==> config.mk <==
export PLATFORM = sky130hd
export DESIGN_NAME = pcm_power_clock_ctrl
export DESIGN_NICKNAME = d
export VERILOG_FILES = /design/src/shared/pcm_pkg.sv /design/src/core/pcm_power_clock_ctrl.sv
export VERILOG_INCLUDE_DIRS = /design/src /design/src/shared
export SDC_FILE = /design/constraint.sdc
export NUM_CORES = 1
export LEC_CHECK = 0
export BUFFER_PORTS_ARGS = -buffer_cell sky130_fd_sc_hd__buf_4
export CORE_MARGIN = 10
export CORE_UTILIZATION = 45
export DETAILED_ROUTE_END_ITERATION = 8
export PLACE_DENSITY_LB_ADDON = 0.12
export SLEW_MARGIN = 20
export SYNTH_ARGS = -nofsm -noshare
export SYNTH_HDL_FRONTEND = slang
export SYNTH_SLANG_ARGS = --single-unit
==> constraint.sdc <==
create_clock -name clk -period 3.64 [get_ports clk]
set_input_delay 0.546 -clock clk [delete_from_list [all_inputs] [get_ports clk]]
set_output_delay 0.546 -clock clk [all_outputs]
set_load 0.02 [all_outputs]
==> src/shared/pcm_regs.svh <==
`ifndef PCM_REGS_SVH
`define PCM_REGS_SVH
`define PCM_ADDR_POWER_CONTROL   8'h87
`define PCM_ADDR_EXT_FLAG_CLOCK  8'h91
`define PCM_ADDR_POWER_MGMT      8'hc4
`define PCM_ADDR_STATUS          8'hc5
`define PCM_PC_IDLE_BIT          0
`define PCM_PC_STOP_BIT          1
`define PCM_EX_SRC_BIT           3
`define PCM_EX_RING_BIT          2
`define PCM_EX_RING_RESTART_SELECT_BIT          1
`define PCM_EX_BGS_BIT           0
`define PCM_PM_CD_HI             7
`define PCM_PM_CD_LO             6
`define PCM_PM_SWB_BIT           5
`define PCM_PM_XOFF_BIT          3
`define PCM_CD_FAST              2'h1
`define PCM_CD_DIV64             2'h2
`define PCM_CD_DIV1024           2'h3
`define PCM_DIV_FAST             11'h004
`define PCM_DIV_64               11'h040
`define PCM_DIV_1024             11'h400
`define PCM_XTAL_WARM_CLOCKS     65536
`endif

==> src/shared/pcm_pkg.sv <==
package pcm_pkg;
    typedef enum logic [1:0] {
        PCM_RUN  = 2'b00,
        PCM_IDLE = 2'b01,
        PCM_STOP = 2'b11
    } pcm_mode_type;

    typedef struct packed {
        pcm_mode_type mode;
        logic [1:0]   cd_cur;
        logic [1:0]   cd_pend;
        logic         cd_pend_v;
        logic [10:0]  cyc_cnt;
        logic         src_sel;
        logic         ring_active;
        logic         ring_restart;
        logic         bandgap_keep_on;
        logic         auto_speed_restore_enable;
        logic         xoff;
        logic         xstable;
        logic [16:0]  warm_cnt;
        logic         ring_exit;
        logic [7:0]   rdata;
    } pcm_state_type;
endpackage : pcm_pkg

==> src/core/pcm_power_clock_ctrl.sv <==
`timescale 1ns/1ps
`default_nettype none
`include "pcm_regs.svh"

module pcm_power_clock_ctrl #(
    parameter int WARM_CLOCKS = `PCM_XTAL_WARM_CLOCKS
) (
    // Clock and reset.
    input  wire logic       clk,
    input  wire logic       rstn,
    // Register port.
    input  wire logic [7:0] addr,
    input  wire logic [7:0] wdata,
    input  wire logic       wr,
    input  wire logic       rd,
    output logic      [7:0] rdata,
    // Core events.
    input  wire logic       ext_irq_serviceable,
    input  wire logic       any_irq,
    input  wire logic       serial_start_bit,
    input  wire logic       tx_buffer_write,
    input  wire logic       supply_warning_irq,
    input  wire logic       powerfail_reset,
    input  wire logic       xtal_osc_started,
    input  wire logic       xtal_tick,
    // Status inputs.
    input  wire logic [2:0] level_in_service,
    input  wire logic [3:0] serial_activity,
    // Clock control outputs.
    output logic      [10:0] clocks_per_cycle,
    output logic            core_from_crystal,
    output logic            crystal_amp_enable,
    output logic            cpu_halted,
    output logic            all_clocks_stopped,
    output logic            bandgap_enable,
    output logic            cycle_strobe
);

    pcm_pkg::pcm_state_type s_q;
    pcm_pkg::pcm_state_type s_d;

    logic        wr_pc;
    logic        wr_ex;
    logic        wr_pm;
    logic        restore;
    logic        wake_stop;
    logic [10:0] div_now;

    assign wr_pc = wr && (addr == `PCM_ADDR_POWER_CONTROL);
    assign wr_ex = wr && (addr == `PCM_ADDR_EXT_FLAG_CLOCK);
    assign wr_pm = wr && (addr == `PCM_ADDR_POWER_MGMT);

    // Serial start detection only reaches us while reception is enabled upstream.
    assign restore = s_q.auto_speed_restore_enable && (ext_irq_serviceable || serial_start_bit || tx_buffer_write);

    // Internal interrupts cannot wake stop since they need clocks.
    assign wake_stop = ext_irq_serviceable || (s_q.bandgap_keep_on && supply_warning_irq);

    always_comb begin
        case (s_q.cd_cur)
            `PCM_CD_DIV64:   div_now = `PCM_DIV_64;
            `PCM_CD_DIV1024: div_now = `PCM_DIV_1024;
            default:         div_now = `PCM_DIV_FAST;
        endcase
    end

    always_comb begin
        s_d = s_q;
        // Machine cycle counter; frozen in stop since all clocking halts.
        if (s_q.mode != pcm_pkg::PCM_STOP) begin
            if (s_q.cyc_cnt >= div_now - 11'h001) begin
                s_d.cyc_cnt = '0;
            end else begin
                s_d.cyc_cnt = s_q.cyc_cnt + 11'h001;
            end
        end
        // Pending divider takes effect at the next cycle boundary, which never comes in stop.
        if (s_q.cd_pend_v && (s_q.mode != pcm_pkg::PCM_STOP) && (s_q.cyc_cnt >= div_now - 11'h001)) begin
            s_d.cd_cur    = s_q.cd_pend;
            s_d.cd_pend_v = 1'b0;
        end
        if (wr_pm) begin
            s_d.auto_speed_restore_enable = wdata[`PCM_PM_SWB_BIT];
            if (wdata[`PCM_PM_XOFF_BIT] == 1'b0) begin
                if (s_q.xoff) begin
                    s_d.xstable  = 1'b0;
                    s_d.warm_cnt = '0;
                end
                s_d.xoff = 1'b0;
            end else if (!s_q.src_sel) begin
                s_d.xoff = 1'b1;
            end
            if (wdata[`PCM_PM_CD_HI:`PCM_PM_CD_LO] == `PCM_CD_FAST) begin
                // Asking for the speed already in force cancels a pending change rather than
                // queueing a new one, so a slow request right behind it is not refused.
                if (s_d.cd_cur == `PCM_CD_FAST) begin
                    s_d.cd_pend_v = 1'b0;
                end else begin
                    s_d.cd_pend   = `PCM_CD_FAST;
                    s_d.cd_pend_v = 1'b1;
                end
            end else if (wdata[`PCM_PM_CD_HI] && s_q.cd_cur == `PCM_CD_FAST && !s_q.cd_pend_v) begin
                s_d.cd_pend   = wdata[`PCM_PM_CD_HI:`PCM_PM_CD_LO];
                s_d.cd_pend_v = 1'b1;
            end
        end
        if (restore) begin
            if (s_d.cd_cur == `PCM_CD_FAST) begin
                s_d.cd_pend_v = 1'b0;
            end else begin
                s_d.cd_pend   = `PCM_CD_FAST;
                s_d.cd_pend_v = 1'b1;
            end
        end
        if (wr_ex) begin
            s_d.bandgap_keep_on          = wdata[`PCM_EX_BGS_BIT];
            s_d.ring_restart = wdata[`PCM_EX_RING_RESTART_SELECT_BIT];
            if (!wdata[`PCM_EX_SRC_BIT]) begin
                s_d.src_sel   = 1'b0;
                s_d.ring_exit = 1'b0;
            end else if (s_q.xstable && !s_q.xoff) begin
                s_d.src_sel = 1'b1;
            end
        end
        // Crystal warm-up counts crystal clocks after oscillator startup.
        if (!s_q.xstable && !s_q.xoff && xtal_osc_started && xtal_tick) begin
            if (s_q.warm_cnt == 17'(WARM_CLOCKS - 1)) begin
                s_d.xstable = 1'b1;
                if (s_q.ring_exit) begin
                    s_d.src_sel   = 1'b1;
                    s_d.ring_exit = 1'b0;
                end
            end else begin
                s_d.warm_cnt = s_q.warm_cnt + 17'h00001;
            end
        end
        case (s_q.mode)
            pcm_pkg::PCM_RUN: begin
                if (wr_pc && wdata[`PCM_PC_STOP_BIT]) begin
                    s_d.mode    = pcm_pkg::PCM_STOP;
                    s_d.xstable = 1'b0;
                end else if (wr_pc && wdata[`PCM_PC_IDLE_BIT]) begin
                    s_d.mode = pcm_pkg::PCM_IDLE;
                end
            end
            pcm_pkg::PCM_IDLE: begin
                if (any_irq) begin
                    s_d.mode = pcm_pkg::PCM_RUN;
                end
            end
            pcm_pkg::PCM_STOP: begin
                s_d.warm_cnt = '0;
                if (wake_stop) begin
                    s_d.mode = pcm_pkg::PCM_RUN;
                    if (s_q.ring_restart) begin
                        s_d.src_sel   = 1'b0;
                        s_d.ring_exit = 1'b1;
                    end
                end
            end
            default: s_d.mode = pcm_pkg::PCM_RUN;
        endcase
        s_d.ring_active = !s_d.src_sel;
        s_d.rdata = 8'h00;
        if (rd) begin
            case (addr)
                `PCM_ADDR_POWER_CONTROL: begin
                    s_d.rdata[`PCM_PC_STOP_BIT] = s_q.mode == pcm_pkg::PCM_STOP;
                    s_d.rdata[`PCM_PC_IDLE_BIT] = s_q.mode == pcm_pkg::PCM_IDLE;
                end
                `PCM_ADDR_EXT_FLAG_CLOCK: begin
                    s_d.rdata[`PCM_EX_SRC_BIT]  = s_q.src_sel;
                    s_d.rdata[`PCM_EX_RING_BIT] = s_q.ring_active;
                    s_d.rdata[`PCM_EX_RING_RESTART_SELECT_BIT] = s_q.ring_restart;
                    s_d.rdata[`PCM_EX_BGS_BIT]  = s_q.bandgap_keep_on;
                end
                `PCM_ADDR_POWER_MGMT: begin
                    s_d.rdata[`PCM_PM_CD_HI:`PCM_PM_CD_LO] = s_q.cd_cur;
                    s_d.rdata[`PCM_PM_SWB_BIT]             = s_q.auto_speed_restore_enable;
                    s_d.rdata[`PCM_PM_XOFF_BIT]            = s_q.xoff;
                end
                `PCM_ADDR_STATUS: s_d.rdata = {level_in_service, s_q.xstable,
                                               serial_activity};
                default: s_d.rdata = 8'h00;
            endcase
        end
    end

    always_ff @(posedge clk or negedge rstn) begin
        if (!rstn) begin
            s_q.mode         <= pcm_pkg::PCM_RUN;
            s_q.cd_cur       <= `PCM_CD_FAST;
            s_q.cd_pend      <= `PCM_CD_FAST;
            s_q.cd_pend_v    <= 1'b0;
            s_q.cyc_cnt      <= '0;
            s_q.src_sel      <= 1'b1;
            s_q.ring_active  <= 1'b0;
            s_q.ring_restart <= 1'b0;
            s_q.bandgap_keep_on          <= 1'b0;
            s_q.auto_speed_restore_enable          <= 1'b0;
            s_q.xoff         <= 1'b0;
            s_q.xstable      <= 1'b1;
            s_q.warm_cnt     <= '0;
            s_q.ring_exit    <= 1'b0;
            s_q.rdata        <= 8'h00;
        end else begin
            s_q <= s_d;
        end
    end

    assign rdata              = s_q.rdata;
    assign clocks_per_cycle   = div_now;
    assign core_from_crystal  = s_q.src_sel;
    assign crystal_amp_enable = !s_q.xoff && (s_q.mode != pcm_pkg::PCM_STOP);
    assign cpu_halted         = s_q.mode != pcm_pkg::PCM_RUN;
    assign all_clocks_stopped = s_q.mode == pcm_pkg::PCM_STOP;
    // Reference is always on outside stop; the keep-on bit only matters in stop.
    assign bandgap_enable     = (s_q.mode != pcm_pkg::PCM_STOP) || s_q.bandgap_keep_on;
    assign cycle_strobe       = (s_q.mode != pcm_pkg::PCM_STOP) && (s_q.cyc_cnt == '0);

    // Assertions.
    src_lock_a: assert property (@(posedge clk) disable iff (!rstn)
        (wr_ex && wdata[`PCM_EX_SRC_BIT] && !s_q.xstable && !s_q.src_sel && !restore)
        |=> !s_q.src_sel || $past(s_q.ring_exit))
        else $error("source set before stable");

    ring_flag_a: assert property (@(posedge clk) disable iff (!rstn)
        ##1
        s_q.ring_active == !$past(s_d.src_sel))
        else $error("ring flag wrong");

    slow_only_fast_a: assert property (@(posedge clk) disable iff (!rstn)
        (s_q.cd_cur == `PCM_CD_DIV64)
        |=> s_q.cd_cur != `PCM_CD_DIV1024)
        else $error("slow to slow");

    xoff_guard_a: assert property (@(posedge clk) disable iff (!rstn)
        $rose(s_q.xoff)
        |-> $past(!s_q.src_sel))
        else $error("xoff with crystal");

    stop_clock_a: assert property (@(posedge clk) disable iff (!rstn)
        all_clocks_stopped
        |-> !crystal_amp_enable && !cycle_strobe)
        else $error("clock in stop");

    stop_wake_a: assert property (@(posedge clk) disable iff (!rstn)
        (s_q.mode == pcm_pkg::PCM_STOP && !wake_stop)
        |=> s_q.mode == pcm_pkg::PCM_STOP)
        else $error("bad stop exit");

    bgap_run_a: assert property (@(posedge clk) disable iff (!rstn)
        !all_clocks_stopped
        |-> bandgap_enable)
        else $error("reference off");

    ring_exit_a: assert property (@(posedge clk) disable iff (!rstn)
        (s_q.mode == pcm_pkg::PCM_STOP && wake_stop && s_q.ring_restart)
        |=> s_q.ring_active)
        else $error("no ring exit");

    idle_exit_a: assert property (@(posedge clk) disable iff (!rstn)
        (s_q.mode == pcm_pkg::PCM_IDLE && any_irq)
        |=> s_q.mode == pcm_pkg::PCM_RUN)
        else $error("idle stuck");

    div_decode_a: assert property (@(posedge clk) disable iff (!rstn)
        (s_q.cd_cur == `PCM_CD_DIV1024)
        |-> clocks_per_cycle == `PCM_DIV_1024)
        else $error("divider decode wrong");

    cyc_bound_a: assert property (@(posedge clk) disable iff (!rstn)
        !all_clocks_stopped
        |-> s_q.cyc_cnt < div_now)
        else $error("cycle count overrun");

    strobe_gap_a: assert property (@(posedge clk) disable iff (!rstn)
        cycle_strobe
        |=> !cycle_strobe)
        else $error("strobes too close");

    div_apply_a: assert property (@(posedge clk) disable iff (!rstn)
        $changed(s_q.cd_cur)
        |-> $past(s_q.cyc_cnt == div_now - 11'h001))
        else $error("divider changed mid cycle");

    slow_hold_a: assert property (@(posedge clk) disable iff (!rstn)
        (s_q.cd_cur == `PCM_CD_DIV1024)
        |=> s_q.cd_cur != `PCM_CD_DIV64)
        else $error("slow to slow");

    slow_write_a: assert property (@(posedge clk) disable iff (!rstn)
        (wr_pm && wdata[`PCM_PM_CD_HI] && s_q.cd_cur != `PCM_CD_FAST)
        |=> !s_q.cd_pend_v || s_q.cd_pend == `PCM_CD_FAST)
        else $error("slow setting accepted");

    restore_fast_a: assert property (@(posedge clk) disable iff (!rstn)
        restore
        |=> s_q.cd_cur == `PCM_CD_FAST || (s_q.cd_pend_v && s_q.cd_pend == `PCM_CD_FAST))
        else $error("restore lost");

    swb_off_a: assert property (@(posedge clk) disable iff (!rstn)
        !s_q.auto_speed_restore_enable
        |-> !restore)
        else $error("restore while disabled");

    xoff_src_a: assert property (@(posedge clk) disable iff (!rstn)
        s_q.xoff
        |-> !s_q.src_sel)
        else $error("crystal off but selected");

    amp_off_a: assert property (@(posedge clk) disable iff (!rstn)
        s_q.xoff
        |-> !crystal_amp_enable)
        else $error("amplifier left on");

    warm_len_a: assert property (@(posedge clk) disable iff (!rstn)
        $rose(s_q.xstable)
        |-> $past(s_q.warm_cnt) == 17'(WARM_CLOCKS - 1))
        else $error("warm-up too short");

    warm_restart_a: assert property (@(posedge clk) disable iff (!rstn)
        $fell(s_q.xoff)
        |-> !s_q.xstable)
        else $error("stable flag not cleared");

    idle_clock_a: assert property (@(posedge clk) disable iff (!rstn)
        (s_q.mode == pcm_pkg::PCM_IDLE)
        |-> cpu_halted && !all_clocks_stopped)
        else $error("idle clocks wrong");

    stop_enter_a: assert property (@(posedge clk) disable iff (!rstn)
        (s_q.mode == pcm_pkg::PCM_RUN && wr_pc && wdata[`PCM_PC_STOP_BIT])
        |=> all_clocks_stopped)
        else $error("stop not entered");

    bgap_stop_a: assert property (@(posedge clk) disable iff (!rstn)
        all_clocks_stopped
        |-> bandgap_enable == s_q.bandgap_keep_on)
        else $error("reference wrong in stop");

    warn_wake_a: assert property (@(posedge clk) disable iff (!rstn)
        (s_q.mode == pcm_pkg::PCM_STOP && s_q.bandgap_keep_on && supply_warning_irq)
        |=> s_q.mode == pcm_pkg::PCM_RUN)
        else $error("warning did not wake");

    crystal_exit_a: assert property (@(posedge clk) disable iff (!rstn)
        (s_q.mode == pcm_pkg::PCM_STOP && wake_stop && !s_q.ring_restart)
        |=> s_q.src_sel == $past(s_q.src_sel))
        else $error("source moved on exit");

    ring_hand_a: assert property (@(posedge clk) disable iff (!rstn)
        ($past(s_q.ring_exit) && $rose(s_q.xstable))
        |-> s_q.src_sel)
        else $error("no handover");

    ring_clear_a: assert property (@(posedge clk) disable iff (!rstn)
        $rose(s_q.src_sel)
        |-> !s_q.ring_active)
        else $error("ring flag late");

    rd_quiet_a: assert property (@(posedge clk) disable iff (!rstn)
        !rd
        |=> rdata == 8'h00)
        else $error("read data not idle");

    cov_stop_c: cover property (@(posedge clk) disable iff (!rstn) s_q.mode == pcm_pkg::PCM_STOP);
    cov_div_c: cover property (@(posedge clk) disable iff (!rstn) s_q.cd_cur == `PCM_CD_DIV1024);
    cov_hand_c: cover property (@(posedge clk) disable iff (!rstn) $fell(s_q.ring_exit) && s_q.src_sel);
    cov_idle_c: cover property (@(posedge clk) disable iff (!rstn) s_q.mode == pcm_pkg::PCM_IDLE);
    cov_ring_c: cover property (@(posedge clk) disable iff (!rstn) s_q.ring_exit && s_q.mode == pcm_pkg::PCM_RUN);

endmodule : pcm_power_clock_ctrl
`default_nettype wire

==> impl_metrics.tcl <==
set metrics [dict create \
    die_w_um 100.1 \
    fin_skew_ns 0.01283 \
    ys_seq_elements 51 \
    clock-sinks 51 \
    via_per_inst 5.465 \
    final_area_sq_um 3318 \
    gp_congestion 0.7859 \
    synth_area_leaders "dfrtp_1, xor2_1, buf_4, nor2_1, nand2_1" \
    synthesis.instances 295 \
    drt_iter0_markers 67 \
    drive_above_1_share 0.2130 \
    outcome "finished clean" \
    fillers 594 \
    insertion_delay_ns 0.31 \
    layout_commonest_cell "buf_4" \
    cp.required_ns 3.84 \
    synth_top_cell_area_share 0.4069 \
    routed-via-count 2268 \
    cts_buffer_depth 2 \
    rsz0062_at_grt "no" \
    yosysSeqAreaShare 0.4433 \
    yosys.area_share.simple 0.2472 \
    power.static_leakage_nw 1.590 \
    ctsHoldBuffers 0 \
    core_area_sq_um 6277 \
    wl_per_cell_um 15.32 \
    wl_mm 6.359 \
    slew_headroom 0.5675 \
    slew_violations 0 \
    period_needed_ns 2.587 \
    layout_setup_ws_ns 1.053 \
    nets 380 \
    synth-edff-count 0 \
    synth_compound_area_frac 0.1052 \
    yosys.area.top_type "dfrtp_1" \
    fp.dieH_um 100.1 \
    synth.avg_cell_area_sq_um 9.798 \
    ir_drop_mv 0.2378 \
    grt_pass1_wl_mm 10.48 \
    grtUsageTotal 0.1261 \
    fin_setup_tns_ns 0 \
    antenna_found_initial 0 \
    cp.arrival_ns 2.79 \
    dieArea_sq_um 10030 \
    holdCritPathClass "in2async" \
    critPathMaxFanout 10 \
    placed_cell_area_sq_um 3223 \
    dp_hpwl_mm 4.776 \
    port_buffers 48 \
    synth_top_family_by_area "simple AND/OR/NAND/NOR gates" \
    initial_utilization 0.4604 \
    async_flop_share 1.000 \
    dr.pass1.iters 4 \
    start_kind "flip-flop" \
    synth_warnings 0 \
    postCtsResizedCells 0 \
    synth_area_sq_um 2890 \
    cts_root_buffer "clkbuf_8" \
    finalSetupViolations 0 \
    grt_pass1_vias 2251 \
    fin_crit_sh 0.7108 \
    max_freq_ghz 0.3865 \
    ant_nets 0 \
    ys_dominant_reg_cell "dfrtp_1" \
    power_density_nw_per_um2 441.7 \
    area_growth_pct 14.81 \
    pre_cts_slack_ns 1.044 \
    crit_type "reg2reg" \
    synth_fa_ha_area_frac 0.03463 \
    crit_path_end_kind "flip-flop" \
    grt_start_max_net_pins 52 \
    synthDistinctLibCells 56 \
    cts_buffers 5 \
    grt_overflow_total 0 \
    synthXorXnorAreaFrac 0.06061 \
    tightest_slew_ns 0.6488 \
    ios 60 \
    htreeDepth 2 \
    synthMuxAreaShare 0.04416 \
    post_cts_buffers 0 \
    diodes 0 \
    drv_cap 0 \
    drc 0 \
    final_cell_mix "buf_4, dfrtp_1, nor2_1, nand2_1, xor2_1" \
    row_count 29 \
    ff2ff_setup_slack_ns 1.05 \
    cts_tree "built" \
    cts.clk_slew.worst_paths_ns 0.09 \
    hold_violations 0 \
]
## final timing paths
check / startpoint / to / cells after the start
worst max-delay path: s_q[47]$_DFF_PN1_ / s_q[48]$_DFF_PN0_ / 8
worst min-delay path: rstn / rdata[6]$_DFF_PN0_ / 1
worst max register to register: s_q[47]$_DFF_PN1_ / s_q[48]$_DFF_PN0_ / 8
worst min register to register: s_q[28]$_DFFE_PN0P_ / s_q[28]$_DFFE_PN0P_ / 2
max in group asynchronous: rstn / s_q[34]$_DFFE_PN0N_ / 1
min in group clk: wdata[5] / s_q[28]$_DFFE_PN0P_ / 3
## layer usage
layer / vias to the layer above / track usage / wire [um]
li1: 1113 / - / -
met1: 1098 / 0.1605 / 3057
met2: 50 / 0.1924 / 2799
met3: 7 / 0.04876 / 427
met4: 0 / 0.03913 / 74
met5: - / 0 / 0
## critical path, cell delays in order (launching register included)
cell and delay (ns):
dfstp_2 0.59, nand2_1 0.11, ha_1 0.34, a21o_1 0.18
a221oi_1 0.34, o211ai_2 0.22, and2_4 0.26, nand2_1 0.10
mux2_1 0.32
## logic make-up (layout without fill, tap and decap cells)
logic type / after synthesis / in the layout
buffers and inverters: 28 / 64
and+or+nand+nor: 132 / 132
adders and majority gates: 8 / 8
other: 2 / 9
muxes: 12 / 12
xor gates and xnor gates: 20 / 20
AOI/OAI and AO/OA: 42 / 42
DFF: 51 / 51
## per-stage QoR
stage	util	instances	power [mW]	hold slack, ns
3_3_place_gp	0.5135	407	1.116	0.4953
2_1_floorplan	-	302	1.024	0.2504
3_5_place_dp	0.5135	407	1.129	0.4963
5_1_grt	0.5286	415	1.560	0.2947
6_report	0.5286	415	1.466	0.2620
4_1_cts	0.5286	415	1.477	0.2837
## synth_stat cells, types with 2 or more instances
library cell	number
a21boi_0	3
a21o_1	5
a21oi_1	5
a22oi_1	2
a32oi_1	2
and2_1	3
and3_1	6
and4_1	4
buf_4	17
clkbuf_1	2
conb_1	2
dfrtp_1	47
dfstp_2	4
ha_1	8
inv_1	7
mux2_1	2
mux2_2	4
mux2i_1	6
nand2_1	29
nand2b_1	3
nand3_1	13
nand3b_1	2
nand4_1	9
nor2_1	33
nor2b_1	5
nor3_1	4
nor3b_1	6
nor4_1	4
o21ai_0	9
o22a_1	2
o22ai_1	2
o31ai_1	2
or3b_2	2
xnor2_1	3
xor2_1	17
## power by group
| group | switching, mW | internal, mW | leakage, nW |
|---|---|---|---|
| clock network | 0.194 | 0.156 | 0.0484 |
| registers | 0.0782 | 0.644 | 0.678 |
| logic | 0.212 | 0.181 | 0.864 |
## area by class of cell
type                       count  area (sq um)  area share
inverter                       8         30.03    0.009050
clock inverter                 1         8.758    0.002640
sequential                    51          1281      0.3861
multi-input combinational    223          1455      0.4385
tap                           77         96.34     0.02903
timing repair buffer          48         360.3      0.1086
clock buffer                   7         86.33     0.02602
## state kept, by name (all words and copies together), names as in the netlist
signal and flops:
rdata 8, core_from_crystal 1, s_q 42
Power figures use the tool's default switching activity.
